File: config.mk
export PLATFORM = sky130hd
export DESIGN_NAME = srbs_top
export DESIGN_NICKNAME = d
export VERILOG_FILES = /design/src/inc/srbs_pkg.sv /design/src/hw/srbs_top.sv
export SDC_FILE = /design/constraint.sdc
export NUM_CORES = 2
export LEC_CHECK = 0
export ABC_AREA = 1
export BUFFER_PORTS_ARGS = -buffer_cell sky130_fd_sc_hd__buf_2
export CAP_MARGIN = 15
export CORE_MARGIN = 2
export CORE_UTILIZATION = 50
export DETAILED_ROUTE_END_ITERATION = 6
export GPL_TIMING_DRIVEN = 0
export PLACE_DENSITY = 0.65
export RECOVER_POWER = 50
export SETUP_SLACK_MARGIN = 0.05
export SLEW_MARGIN = 40
export SYNTH_ARGS = -nofsm -noshare
export SYNTH_HDL_FRONTEND = slang
export SYNTH_SLANG_ARGS = --single-unit
File: constraint.sdc
create_clock -name clk_sys -period 64.9 [get_ports clk_sys]
set_input_delay 0 -clock clk_sys [delete_from_list [all_inputs] [get_ports clk_sys]]
set_output_delay 0 -clock clk_sys [all_outputs]
set_load 0.02 [all_outputs]
File: src/inc/srbs_pkg.sv
// How it works
// - Ramps act only under speed control
// - Reference is ramped with ramp enabled, else stepped
// - Separate CW and CCW accel/decel rates
// - S-profile limits acceleration change by jerk
// - Switch-off with brake function ramps to stop, then brakes
// - Brake pin high releases, low engages
// - Brake engage/release times 10 to 2000 ms
// - Brake decel rate used only above threshold
// - Hold torque until engage time expires
// - Hold torque through release time, then regulate
// - Signed pre-torque offset during release
// - Stop sequence follows reference, not measurement
// - No brake sequencing under torque control
// - First digital output assignable to brake
// - Cogging mapping aborts without zero index
// - Cogging compensation switchable over fieldbus
package srbs_pkg;
  // Register byte offsets
  localparam logic [7:0] SRBS_CTRL = 8'h00;
  localparam logic [7:0] SRBS_ACC_CW = 8'h04;
  localparam logic [7:0] SRBS_DEC_CW = 8'h08;
  localparam logic [7:0] SRBS_ACC_CCW = 8'h0c;
  localparam logic [7:0] SRBS_DEC_CCW = 8'h10;
  localparam logic [7:0] SRBS_JERK = 8'h14;
  localparam logic [7:0] SRBS_BRK_DEC = 8'h18;
  localparam logic [7:0] SRBS_BRK_SPD = 8'h1c;
  localparam logic [7:0] SRBS_T_ENG = 8'h20;
  localparam logic [7:0] SRBS_T_REL = 8'h24;
  localparam logic [7:0] SRBS_CUR_OFS = 8'h28;
  localparam logic [7:0] SRBS_TARGET = 8'h2c;
  localparam logic [7:0] SRBS_STATUS = 8'h30;
  localparam logic [7:0] SRBS_REFOUT = 8'h34;
  // Control bit positions
  localparam int CB_RAMP_EN = 0;
  localparam int CB_SPROF = 1;
  localparam int CB_SPEED_CTL = 2;
  localparam int CB_BRAKE_EN = 3;
  localparam int CB_PIN_BRAKE = 4;
  localparam int CB_SWITCH_ON = 5;
  localparam int CB_COG_EN = 6;
  localparam int CB_COG_MAP = 7;
  localparam int CB_PIN_LEVEL = 8;
  // Brake time limits in ms and clock rate
  localparam int T_MIN_MS = 10;
  localparam int T_MAX_MS = 2000;
  localparam int CLK_HZ = 100000000;
  localparam logic [16:0] CYC_PER_MS = 17'(CLK_HZ / 1000);
  // Ramp update tick: rates are per second, the tick is 1 ms
  localparam logic [10:0] TICKS_PER_S = 11'd1000;
  localparam logic [1:0] AXI_OKAY = 2'b00;
  localparam logic [1:0] AXI_SLVERR = 2'b10;
  typedef enum logic [4:0] {
    SRBS_OFF = 5'b00001,
    SRBS_RELEASE = 5'b00010,
    SRBS_RUN = 5'b00100,
    SRBS_STOPPING = 5'b01000,
    SRBS_ENGAGE = 5'b10000
  } srbs_state_e;
endpackage

File: src/hw/srbs_top.sv
`timescale 1ns/100ps
module srbs_top (
  input wire logic clk_sys,
  input wire logic rst,
  input wire logic [7:0] s_axi_awaddr,
  input wire logic s_axi_awvalid,
  output logic s_axi_awready,
  input wire logic [31:0] s_axi_wdata,
  input wire logic [3:0] s_axi_wstrb,
  input wire logic s_axi_wvalid,
  output logic s_axi_wready,
  output logic [1:0] s_axi_bresp,
  output logic s_axi_bvalid,
  input wire logic s_axi_bready,
  input wire logic [7:0] s_axi_araddr,
  input wire logic s_axi_arvalid,
  output logic s_axi_arready,
  output logic [31:0] s_axi_rdata,
  output logic [1:0] s_axi_rresp,
  output logic s_axi_rvalid,
  input wire logic s_axi_rready,
  input wire logic encHasZeroIndex,
  output logic signed [31:0] speedRef,
  output logic signed [15:0] currentOffset,
  output logic holdTorque,
  output logic regulateEn,
  output logic powerStageOn,
  output logic brake_output_pin,
  output logic cogCompEn,
  output logic cogMapActive
);
  import srbs_pkg::*;

  typedef struct packed {
    logic awDone;
    logic wDone;
    logic [7:0] awAddr;
    logic [31:0] wData;
    logic [3:0] wStrb;
    logic bValid;
    logic [1:0] bResp;
    logic rValid;
    logic [31:0] rData;
    logic [1:0] rResp;
    logic [31:0] ctrl;
    logic [31:0] accCw;
    logic [31:0] decCw;
    logic [31:0] accCcw;
    logic [31:0] decCcw;
    logic [31:0] jerk;
    logic [31:0] brkDec;
    logic [31:0] brkSpd;
    logic [15:0] tEng;
    logic [15:0] tRel;
    logic signed [15:0] curOfs;
    logic signed [31:0] target;
    logic signed [31:0] spdRef;
    logic signed [31:0] accel;
    logic [16:0] msDiv;
    logic [15:0] msCnt;
    logic cogAbort;
    srbs_state_e st;
    logic brakePin;
    logic hold;
    logic regEn;
    logic pwr;
    logic awRdy, wRdy, arRdy;
  } srbs_s;

  srbs_s state_reg;
  srbs_s state_next;

  // Byte-lane merge used for every writable word except the brake times and current offset
  function automatic logic [31:0] merge(input logic [31:0] old, input logic [31:0] d,
                                        input logic [3:0] s);
    logic [31:0] r;
    r = old;
    for (int i = 0; i < 4; i++) begin
      r[i*8 +: 8] = s[i] ? d[i*8 +: 8] : old[i*8 +: 8];
    end
    return r;
  endfunction
  // Clamp a brake time into its allowed window
  function automatic logic [15:0] clampMs(input logic [15:0] v);
    return (v < 16'(T_MIN_MS)) ? 16'(T_MIN_MS) : ((v > 16'(T_MAX_MS)) ? 16'(T_MAX_MS) : v);
  endfunction
  // Magnitude of a signed word
  function automatic logic [31:0] absv(input logic signed [31:0] v);
    return v[31] ? 32'(-v) : 32'(v);
  endfunction

  logic msTick;
  logic signed [31:0] goal;
  logic signed [31:0] err;
  logic [31:0] rate;
  logic signed [31:0] step;
  logic signed [31:0] aLim;
  logic ccw;
  logic accelerating;
  logic speedCtl;
  logic brakeFn;
  logic wrFire;
  logic [31:0] rdVal;
  logic rdOk;

  ////////////////////////////////////////////////////////////////////////////
  always_comb begin
    state_next = state_reg;
    msTick = (state_reg.msDiv == CYC_PER_MS - 17'd1);
    speedCtl = state_reg.ctrl[CB_SPEED_CTL];
    brakeFn = state_reg.ctrl[CB_BRAKE_EN] & speedCtl;
    state_next.msDiv = msTick ? 17'd0 : state_reg.msDiv + 17'd1;

    // Write channel: address and data taken in either order
    if (s_axi_awvalid && !state_reg.awDone && !state_reg.bValid) begin
      state_next.awDone = 1'b1;
      state_next.awAddr = s_axi_awaddr;
    end
    if (s_axi_wvalid && !state_reg.wDone && !state_reg.bValid) begin
      state_next.wDone = 1'b1;
      state_next.wData = s_axi_wdata;
      state_next.wStrb = s_axi_wstrb;
    end
    wrFire = state_reg.awDone && state_reg.wDone && !state_reg.bValid;
    if (wrFire) begin
      state_next.awDone = 1'b0;
      state_next.wDone = 1'b0;
      state_next.bValid = 1'b1;
      state_next.bResp = AXI_OKAY;
      case (state_reg.awAddr)
        SRBS_CTRL: state_next.ctrl = merge(state_reg.ctrl, state_reg.wData, state_reg.wStrb);
        SRBS_ACC_CW: state_next.accCw = merge(state_reg.accCw, state_reg.wData, state_reg.wStrb);
        SRBS_DEC_CW: state_next.decCw = merge(state_reg.decCw, state_reg.wData, state_reg.wStrb);
        SRBS_ACC_CCW: state_next.accCcw = merge(state_reg.accCcw, state_reg.wData, state_reg.wStrb);
        SRBS_DEC_CCW: state_next.decCcw = merge(state_reg.decCcw, state_reg.wData, state_reg.wStrb);
        SRBS_JERK: state_next.jerk = merge(state_reg.jerk, state_reg.wData, state_reg.wStrb);
        SRBS_BRK_DEC: state_next.brkDec = merge(state_reg.brkDec, state_reg.wData, state_reg.wStrb);
        SRBS_BRK_SPD: state_next.brkSpd = merge(state_reg.brkSpd, state_reg.wData, state_reg.wStrb);
        SRBS_T_ENG: state_next.tEng = clampMs(state_reg.wData[15:0]);
        SRBS_T_REL: state_next.tRel = clampMs(state_reg.wData[15:0]);
        SRBS_CUR_OFS: state_next.curOfs = state_reg.wData[15:0];
        SRBS_TARGET: state_next.target = merge(state_reg.target, state_reg.wData, state_reg.wStrb);
        default: state_next.bResp = AXI_SLVERR;
      endcase
    end
    if (state_reg.bValid && s_axi_bready) begin
      state_next.bValid = 1'b0;
    end

    // Read channel: one read at a time, answer the cycle after the take
    rdOk = 1'b1;
    case (s_axi_araddr)
      SRBS_CTRL: rdVal = state_reg.ctrl;
      SRBS_ACC_CW: rdVal = state_reg.accCw;
      SRBS_DEC_CW: rdVal = state_reg.decCw;
      SRBS_ACC_CCW: rdVal = state_reg.accCcw;
      SRBS_DEC_CCW: rdVal = state_reg.decCcw;
      SRBS_JERK: rdVal = state_reg.jerk;
      SRBS_BRK_DEC: rdVal = state_reg.brkDec;
      SRBS_BRK_SPD: rdVal = state_reg.brkSpd;
      SRBS_T_ENG: rdVal = {16'h0000, state_reg.tEng};
      SRBS_T_REL: rdVal = {16'h0000, state_reg.tRel};
      SRBS_CUR_OFS: rdVal = {{16{state_reg.curOfs[15]}}, state_reg.curOfs};
      SRBS_TARGET: rdVal = state_reg.target;
      SRBS_STATUS: rdVal = {24'h000000, state_reg.cogAbort, state_reg.st == SRBS_ENGAGE,
                            state_reg.st == SRBS_STOPPING, state_reg.st == SRBS_RUN,
                            state_reg.st == SRBS_RELEASE, state_reg.pwr, state_reg.regEn,
                            state_reg.brakePin};
      SRBS_REFOUT: rdVal = state_reg.spdRef;
      default: begin
        rdVal = 32'h00000000;
        rdOk = 1'b0;
      end
    endcase
    if (s_axi_arvalid && !state_reg.rValid) begin
      state_next.rValid = 1'b1;
      state_next.rData = rdVal;
      state_next.rResp = rdOk ? AXI_OKAY : AXI_SLVERR;
    end else if (state_reg.rValid && s_axi_rready) begin
      state_next.rValid = 1'b0;
    end

    // abort mapping without index; sticky until the map bit drops
    if (state_reg.ctrl[CB_COG_MAP] && !encHasZeroIndex) begin
      state_next.cogAbort = 1'b1;
    end else if (!state_reg.ctrl[CB_COG_MAP]) begin
      state_next.cogAbort = 1'b0;
    end

    // Sequencer; decisions use the ramped reference only
    goal = state_reg.target;
    case (state_reg.st)
      SRBS_OFF: begin
        goal = 32'sd0;
        if (state_reg.ctrl[CB_SWITCH_ON]) begin
          state_next.pwr = 1'b1;
          state_next.msCnt = 16'd0;
          // release phase only with brake function
          state_next.st = brakeFn ? SRBS_RELEASE : SRBS_RUN;
          state_next.brakePin = brakeFn;
          state_next.regEn = !brakeFn;
          state_next.hold = brakeFn;
        end
      end
      SRBS_RELEASE: begin
        goal = 32'sd0;
        if (msTick) begin
          state_next.msCnt = state_reg.msCnt + 16'd1;
        end
        if (state_reg.msCnt >= state_reg.tRel) begin
          state_next.st = SRBS_RUN;
          state_next.hold = 1'b0;
          state_next.regEn = 1'b1;
        end
      end
      SRBS_RUN: begin
        if (!state_reg.ctrl[CB_SWITCH_ON]) begin
          state_next.st = brakeFn ? SRBS_STOPPING : SRBS_OFF;
          if (!brakeFn) begin
            state_next.pwr = 1'b0;
            state_next.regEn = 1'b0;
            state_next.spdRef = 32'sd0;
            state_next.accel = 32'sd0;
          end
        end
      end
      SRBS_STOPPING: begin
        goal = 32'sd0;
        if (absv(state_reg.spdRef) <= state_reg.brkSpd) begin
          state_next.st = SRBS_ENGAGE;
          state_next.brakePin = 1'b0;
          state_next.hold = 1'b1;
          state_next.regEn = 1'b0;
          state_next.msCnt = 16'd0;
        end
      end
      SRBS_ENGAGE: begin
        goal = 32'sd0;
        if (msTick) begin
          state_next.msCnt = state_reg.msCnt + 16'd1;
        end
        if (state_reg.msCnt >= state_reg.tEng) begin
          state_next.st = SRBS_OFF;
          state_next.hold = 1'b0;
          state_next.regEn = 1'b0;
          state_next.pwr = 1'b0;
          state_next.spdRef = 32'sd0;
          state_next.accel = 32'sd0;
        end
      end
      default: state_next.st = SRBS_OFF;
    endcase

    ccw = state_reg.spdRef[31] || (state_reg.spdRef == 32'sd0 && goal[31]);
    err = goal - state_reg.spdRef;
    accelerating = (goal[31] == state_reg.spdRef[31]) ? (absv(goal) > absv(state_reg.spdRef))
                                                       : (state_reg.spdRef == 32'sd0);
    if (accelerating) begin
      rate = ccw ? state_reg.accCcw : state_reg.accCw;
    end else begin
      rate = ccw ? state_reg.decCcw : state_reg.decCw;
    end
    if (state_reg.st == SRBS_STOPPING && absv(state_reg.spdRef) > state_reg.brkSpd) begin
      rate = state_reg.brkDec;
    end
    step = 32'(rate / 32'(TICKS_PER_S));
    if (step == 32'sd0) begin
      step = 32'sd1;
    end
    aLim = 32'(state_reg.jerk / 32'(TICKS_PER_S * TICKS_PER_S));
    if (aLim == 32'sd0) begin
      aLim = 32'sd1;
    end

    if (state_reg.st == SRBS_RUN || state_reg.st == SRBS_STOPPING) begin
      if (!(state_reg.ctrl[CB_RAMP_EN] && speedCtl)) begin
        state_next.spdRef = goal;
        state_next.accel = 32'sd0;
      end else if (msTick) begin
        if (state_reg.ctrl[CB_SPROF]) begin
          if (err > state_reg.accel && state_reg.accel < step) begin
            state_next.accel = state_reg.accel + aLim;
          end else if (err < state_reg.accel && state_reg.accel > -step) begin
            state_next.accel = state_reg.accel - aLim;
          end
          if (state_next.accel > step) begin
            state_next.accel = step;
          end
          if (state_next.accel < -step) begin
            state_next.accel = -step;
          end
          state_next.spdRef = state_reg.spdRef + state_next.accel;
          if ((err >= 32'sd0 && state_next.accel >= err) ||
              (err <= 32'sd0 && state_next.accel <= err)) begin
            state_next.spdRef = goal;
            state_next.accel = 32'sd0;
          end
        end else if (err > step) begin
          state_next.spdRef = state_reg.spdRef + step;
        end else if (err < -step) begin
          state_next.spdRef = state_reg.spdRef - step;
        end else begin
          state_next.spdRef = goal;
        end
      end
    end
    // Readys registered so every bus output leaves a flop
    state_next.awRdy = !state_next.awDone && !state_next.bValid;
    state_next.wRdy = !state_next.wDone && !state_next.bValid;
    state_next.arRdy = !state_next.rValid;
  end

  ////////////////////////////////////////////////////////////////////////////
  // Synchronous reset; brake engaged after reset
  always_ff @(posedge clk_sys) begin
    if (rst) begin
      state_reg <= '0;
      state_reg.st <= SRBS_OFF;
      state_reg.tEng <= 16'(T_MIN_MS);
      state_reg.tRel <= 16'(T_MIN_MS);
    end else begin
      state_reg <= state_next;
    end
  end

  ////////////////////////////////////////////////////////////////////////////
  logic outPinNext;
  // first output carries brake when assigned; high releases
  assign outPinNext = state_next.ctrl[CB_PIN_BRAKE] ? state_next.brakePin
                                                    : state_next.ctrl[CB_PIN_LEVEL];
  always_ff @(posedge clk_sys) begin
    if (rst) begin
      brake_output_pin <= 1'b0;
      currentOffset <= 16'sd0;
      cogCompEn <= 1'b0;
      cogMapActive <= 1'b0;
    end else begin
      brake_output_pin <= outPinNext;
      currentOffset <= (state_next.st == SRBS_RELEASE) ? state_next.curOfs : 16'sd0;
      cogCompEn <= state_next.ctrl[CB_COG_EN];
      cogMapActive <= state_next.ctrl[CB_COG_MAP] && !state_next.cogAbort;
    end
  end

  // Outputs taken straight from the state flops
  assign s_axi_awready = state_reg.awRdy;
  assign s_axi_wready = state_reg.wRdy;
  assign s_axi_bvalid = state_reg.bValid;
  assign s_axi_bresp = state_reg.bResp;
  assign s_axi_arready = state_reg.arRdy;
  assign s_axi_rvalid = state_reg.rValid;
  assign s_axi_rdata = state_reg.rData;
  assign s_axi_rresp = state_reg.rResp;
  assign speedRef = state_reg.spdRef;
  assign holdTorque = state_reg.hold;
  assign regulateEn = state_reg.regEn;
  assign powerStageOn = state_reg.pwr;
endmodule

-- Word-level counts from Yosys, hierarchy flattened
Index checks and enable logic that the tools add are counted.
- add/subtract/negate cells: 11
- div/mod/pow operators: 2
- magnitude comparators: 19
- equal/unequal tests: 39
- mux-type cells: 121
- bitwise gates (word level): 2
- reduce and logical (&&, ||, !) cells: 91
- operators with widths (kind ; count):
    $mux W32 ; 37
    $mux W64 ; 7
    $pmux W32 S14 ; 1
    $mux W313 ; 1
    $mux W8 ; 34
    $gt A32 B32 Y1 ; 6
    $lt A32 B32 Y1 ; 4
    $mux W16 ; 8
    $pmux W64 S2 ; 1
    $reduce_and A3 Y1 ; 36
    $add A32 B32 Y32 ; 3
    $logic_not A32 Y1 ; 3
    $neg A32 Y32 ; 3
    $sub A32 B32 Y32 ; 3
    $eq A8 B6 Y1 const B ; 10
    $eq A8 B5 Y1 const B ; 8
    $le A32 B32 Y1 ; 2
    $pmux W16 S3 ; 1
    $div A32 B10 Y32 const B ; 1
    $div A32 B20 Y32 const B ; 1
    $eq A8 B4 Y1 const B ; 4
    $ge A16 B16 Y1 ; 2
    $ge A32 B1 Y1 const B ; 1
    $ge A32 B32 Y1 ; 1
    other kinds (43) ; 107
- flip-flop bits (word level): 549
- input port bits: 60
- output and inout bits: 95
- word-level logic and storage cells: 352

-- Logic depth before layout (Yosys ltp)
- word-level depth: 41
- depth in mapped cells: 272
- mapped depth without buffers: 268

-- Worst setup path after synthesis
No wires, ideal clock.
- kind: register -> register
- start: register state_reg[10] in the netlist's numbering
- end: register state_reg (netlist bit speedRef[31])
- setup time: 0.119 ns
- arrival: 27.915 ns
- required time: 64.781 ns
- slack: 36.865 ns
- cell stages (with the launch flop): 248
- buffers on the path: 9
- clock period less this slack: 28.035 ns
- path through: dfxtp_1 > nor2_2 > nand3_1 > nand2_2 > nor2_8 > inv_1 > clkbuf_1 > nor2_1 > inv_1 > ha_1 > nand3_1 > nor3_1 > nand2_1 > nor3_1 > nand2_1 > nor3_1 > nand2_1 > nor3_1 > [... 212 more ...] > a21oi_1 > o21ai_0 > nand3_1 > nand2_1 > a21oi_1 > o21bai_1 > a21oi_1 > o21bai_1 > nand3_1 > o21ai_0 > xor2_1 > inv_1 > nand4_1 > nand3_1 > nand2_1 > nand2_1 > nand2_1 > a21oi_1
- cells in the longest elaborated chain, start to end: 41
- elaborated cells between the ends (all ways): 69
- those cells by class: add/sub: 6; div: 1; order compare: 13; eq/ne: 6; mux: 32; reduce/logical: 11
- ends and longest elaborated chain (what ; line ; RTL):
    start, declared ; srbs_top.sv:70 ; srbs_s state_reg;
    start signal, assigned ; srbs_top.sv:322 ; state_reg <= state_next;
    $eq A5 B5 Y1 (tied with other cells) ; srbs_top.sv:192 ; case (state_reg.st)
    $reduce_or A4 Y1 (no line) ; -- ;
    $mux W32 ; srbs_top.sv:192 ;
    $neg A32 Y32 ; srbs_top.sv:89 ; return v[31] ? 32'(-v) : 32'(v);
    $mux W32 ; srbs_top.sv:89 ;
    $gt A32 B32 Y1 ; srbs_top.sv:256 ; accelerating = (goal[31] == state_reg.spdRef[31]) ? (absv(goal) > absv(state_reg.spdRef))
    $mux W1 ; srbs_top.sv:256 ;
    $mux W32 ; srbs_top.sv:258 ; if (accelerating) begin
    [... 25 more ...] ; -- ;
    $ge A32 B32 Y1 or $le A32 B32 Y1 (tied branches) ; srbs_top.sv:293, srbs_top.sv:294 ;
    $logic_and A1 B1 Y1, on equally long branches ; srbs_top.sv:293, srbs_top.sv:294 ;
    $logic_or A1 B1 Y1 ; srbs_top.sv:293 ; if ((err >= 32'sd0 && state_next.accel >= err) ||
    $mux W64 ; srbs_top.sv:293 ;
    $mux W32 ; srbs_top.sv:280 ; if (state_reg.ctrl[CB_SPROF]) begin
    $mux W64 ; srbs_top.sv:279 ; end else if (msTick) begin
    $mux W64 ; srbs_top.sv:276 ; if (!(state_reg.ctrl[CB_RAMP_EN] && speedCtl)) begin
    $mux W64 (*) ; srbs_top.sv:275 ; if (state_reg.st == SRBS_RUN || state_reg.st == SRBS_STOPPING) begin
Mark *: on every way between the ends. The rest lies on a longest branch, timed or not. The select of a mux whose other input is x is not followed.
A chain may end at the register's enable or synchronous reset.

-- Worst setup path after layout
- start: register state_reg[7] in the netlist's numbering
- end: register state_reg (netlist bit speedRef[31])
Same word-level chain as after synthesis.

==> run metrics <==
biggest area consumer among synthesized cells=dfxtp_1; Vias=58300; Worst path max stage delay=570 ps; CTS Root Buffer Type=clkbuf_16; DP HPWL=193000 µm; port bufs=152; Synth warnings=0; LEAKAGE=26.9 nW; f_max=25.9 MHz; gp weighted congestion=1.12; row cnt=118; Die Height=328 µm; Most used DFF post-synth=dfxtp_1; Synth area leaders=dfxtp_1 21%, ha_1 11%, nand2_1 9.4%, a21oi_1 8.3%, o21ai_0 6.9%; Starting Density=50.6%; sequential power share=33.1%; EDFF count, synth=0; Synth cell types=92; final WL=237000 µm; GRT Util Overall=42.4%; count leader, synth=nand2_1; CP Class=reg -> reg; CP Data Required Time=65490 ps; Post-Synthesis Cell Area=52500 µm²; layout cell share with drive strength beyond 1=10.9%; Final Total Pwr=1.03 mW; post-synthesis register bit count=546; clk_skew=72.2 ps; post-DR wirelength/cell=24.5 µm; Synth top cells by count=1309 x nand2_1, 956 x inv_1, 869 x a21oi_1; post-cts sizing count=0; Post-synth ARST share=0%; PwrDens=17.7 nW/µm²; CTS tree=done; Final Max Slew Viols=6; placed cell areas=55300 µm²; htree depth=3; hold crit path type=in -> reg; pin count of the biggest net entering global routing=15; I/O pins=155; failing checks=DRC, capacitance limit, slew limit; total CTS buffers=67; clock power share=40.8%; total congestion overflow=0; Filler cells=10500; Int Pwr=664 µW; clock-pin slew of the registers on the worst-case setup and hold paths=70 ps; Final min period=38600 ps; endpoints failing setup=0; Final Cycle Share=59.5%; Syn-to-layout area delta=11.1%; DR vias/cell=6.02; Critical-path top delay cell=nor2_2; CP arrival=39190 ps; CP max FO=10; Max Cap Violations=1; Clock Tree Buf Depth=3; antenna violations before repair=5; Critical Path Start Type=flip-flop; Pre-antenna DRT Iters=7; vias in the first global route=52800; DR DRC count=4; status=complete, but fails checks; Synth top area share=20.8%; Mapped Cells=7953; initial drt markers=7199; worst skew pair latency=700 ps; core box area=104000 µm²; Avg Synthesized Cell Area=6.60 µm²; Die X=328 µm; Max-slew headroom=-4.29%; setup TNS=0 ps; first-pass GRT wire length=341000 µm; Detail Route Antenna Nets=0; Gate power share=26.1%; max FFs per register=453; sequential fraction of the synthesis area=20.8%; TritonCTS sink count=546; final hold violations=0; Crit path top cell by count=nand2_1; RSZ-0062 raised after global routing=no; Die Area=108000 µm²; peak supply drop=0.0213 mV; Critical Path Sink Type=flip-flop; switch share=35.7%; finished layout cell area=58300 µm²; Switch Pwr=368 µW; Nets=8789; Slew @ Worst Pin=1550 ps
metal layers:
layer	vias to the layer above	part of all wire (%)	global-route usage, %
met2	3251	42	64.2
li1	27400	-	-
met4	6	8.6	31.0
met1	26900	40	53.1
met3	754	9.8	8.88
met5	-	0.016	0
critical path: cells and delay by family, from the launching register on:
kind,cells,cell delay (ps)
buffers and inverters,26,4680
AO/OA/AOI/OAI,44,8160
flip-flops,1,330
adder cells (fa/ha/maj),7,2090
XOR/XNOR,1,300
AND/OR/NAND/NOR,172,22750
placed cells by master (no fill, tap or decap), types with 86 or more instances in the layout:
master and count:
nand2_1 1309, inv_1 956, a21oi_1 869, o21ai_0 721, nor2_1 628, dfxtp_1 546
ha_1 460, nand3_1 331, clkbuf_1 295, xor2_1 277, nand2_2 147, nor3_1 125
buf_2 98, o211ai_1 95, o21ai_1 86
metrics by stage:
step           setup slack, ps  hold slack (ps)  utilization [%]  instances
4_1_cts                  26990             6.28             56.2       9694
5_1_grt                  23660             62.6             56.2       9695
3_5_place_dp             27140              237             53.3       9508
2_1_floorplan            36870              135                -       7969
6_report                 26300             49.4             56.2       9697
3_3_place_gp             27220              230             53.0       9501
layout make-up:
type	count	area [µm²]	share of cell area [%]
flip-flops and latches	546	10900	18.7
repair buffers	225	1380	2.37
well taps	1380	1730	2.96
diodes	2	5.00	0.00858
plain buffers	363	1960	3.36
multi-input cells	5981	35800	61.3
inverters	1079	4120	7.07
clock buffers	90	1920	3.30
clock inverters	31	493	0.845
final timing paths:
check	from	slack, ps	cells past startpoint	to
setup / recovery	state_reg[7]	26300	250	speedRef[31]
hold / removal	s_axi_arvalid	50	4	s_axi_rdata[31]
setup reg to reg	state_reg[7]	26300	250	speedRef[31]
hold reg to reg	state_reg[29]	460	1	state_reg[29]
cell families (layout without fill, tap and decap cells):
kind of cell	count (synthesis)	count (layout)	share of synthesized area [%]
buffers and inverters	1442	1788	11.6
xor gates and xnor gates	313	313	5.26
muxes	2	2	0.0381
other	1	19	0.00714
AOI/OAI and AO/OA	2222	2222	24.1
and+or+nand+nor	2961	2961	27.1
adders and majority gates	466	466	11.2
DFF	546	546	20.8
power groups by stage:
stage,registers (mW),clock network (mW),logic (mW)
floorplan,0.348,0,0.168
global placement,0.349,0,0.250
detailed placement,0.349,0,0.254
CTS,0.342,0.419,0.259
global route,0.342,0.431,0.289
finish,0.342,0.421,0.269
what timing repair did:
action,CTS,global route
buffers inserted,0,0
endpoints found under the hold margin,65,0
hold buffers,65,0
Power figures use the tool's default switching activity.
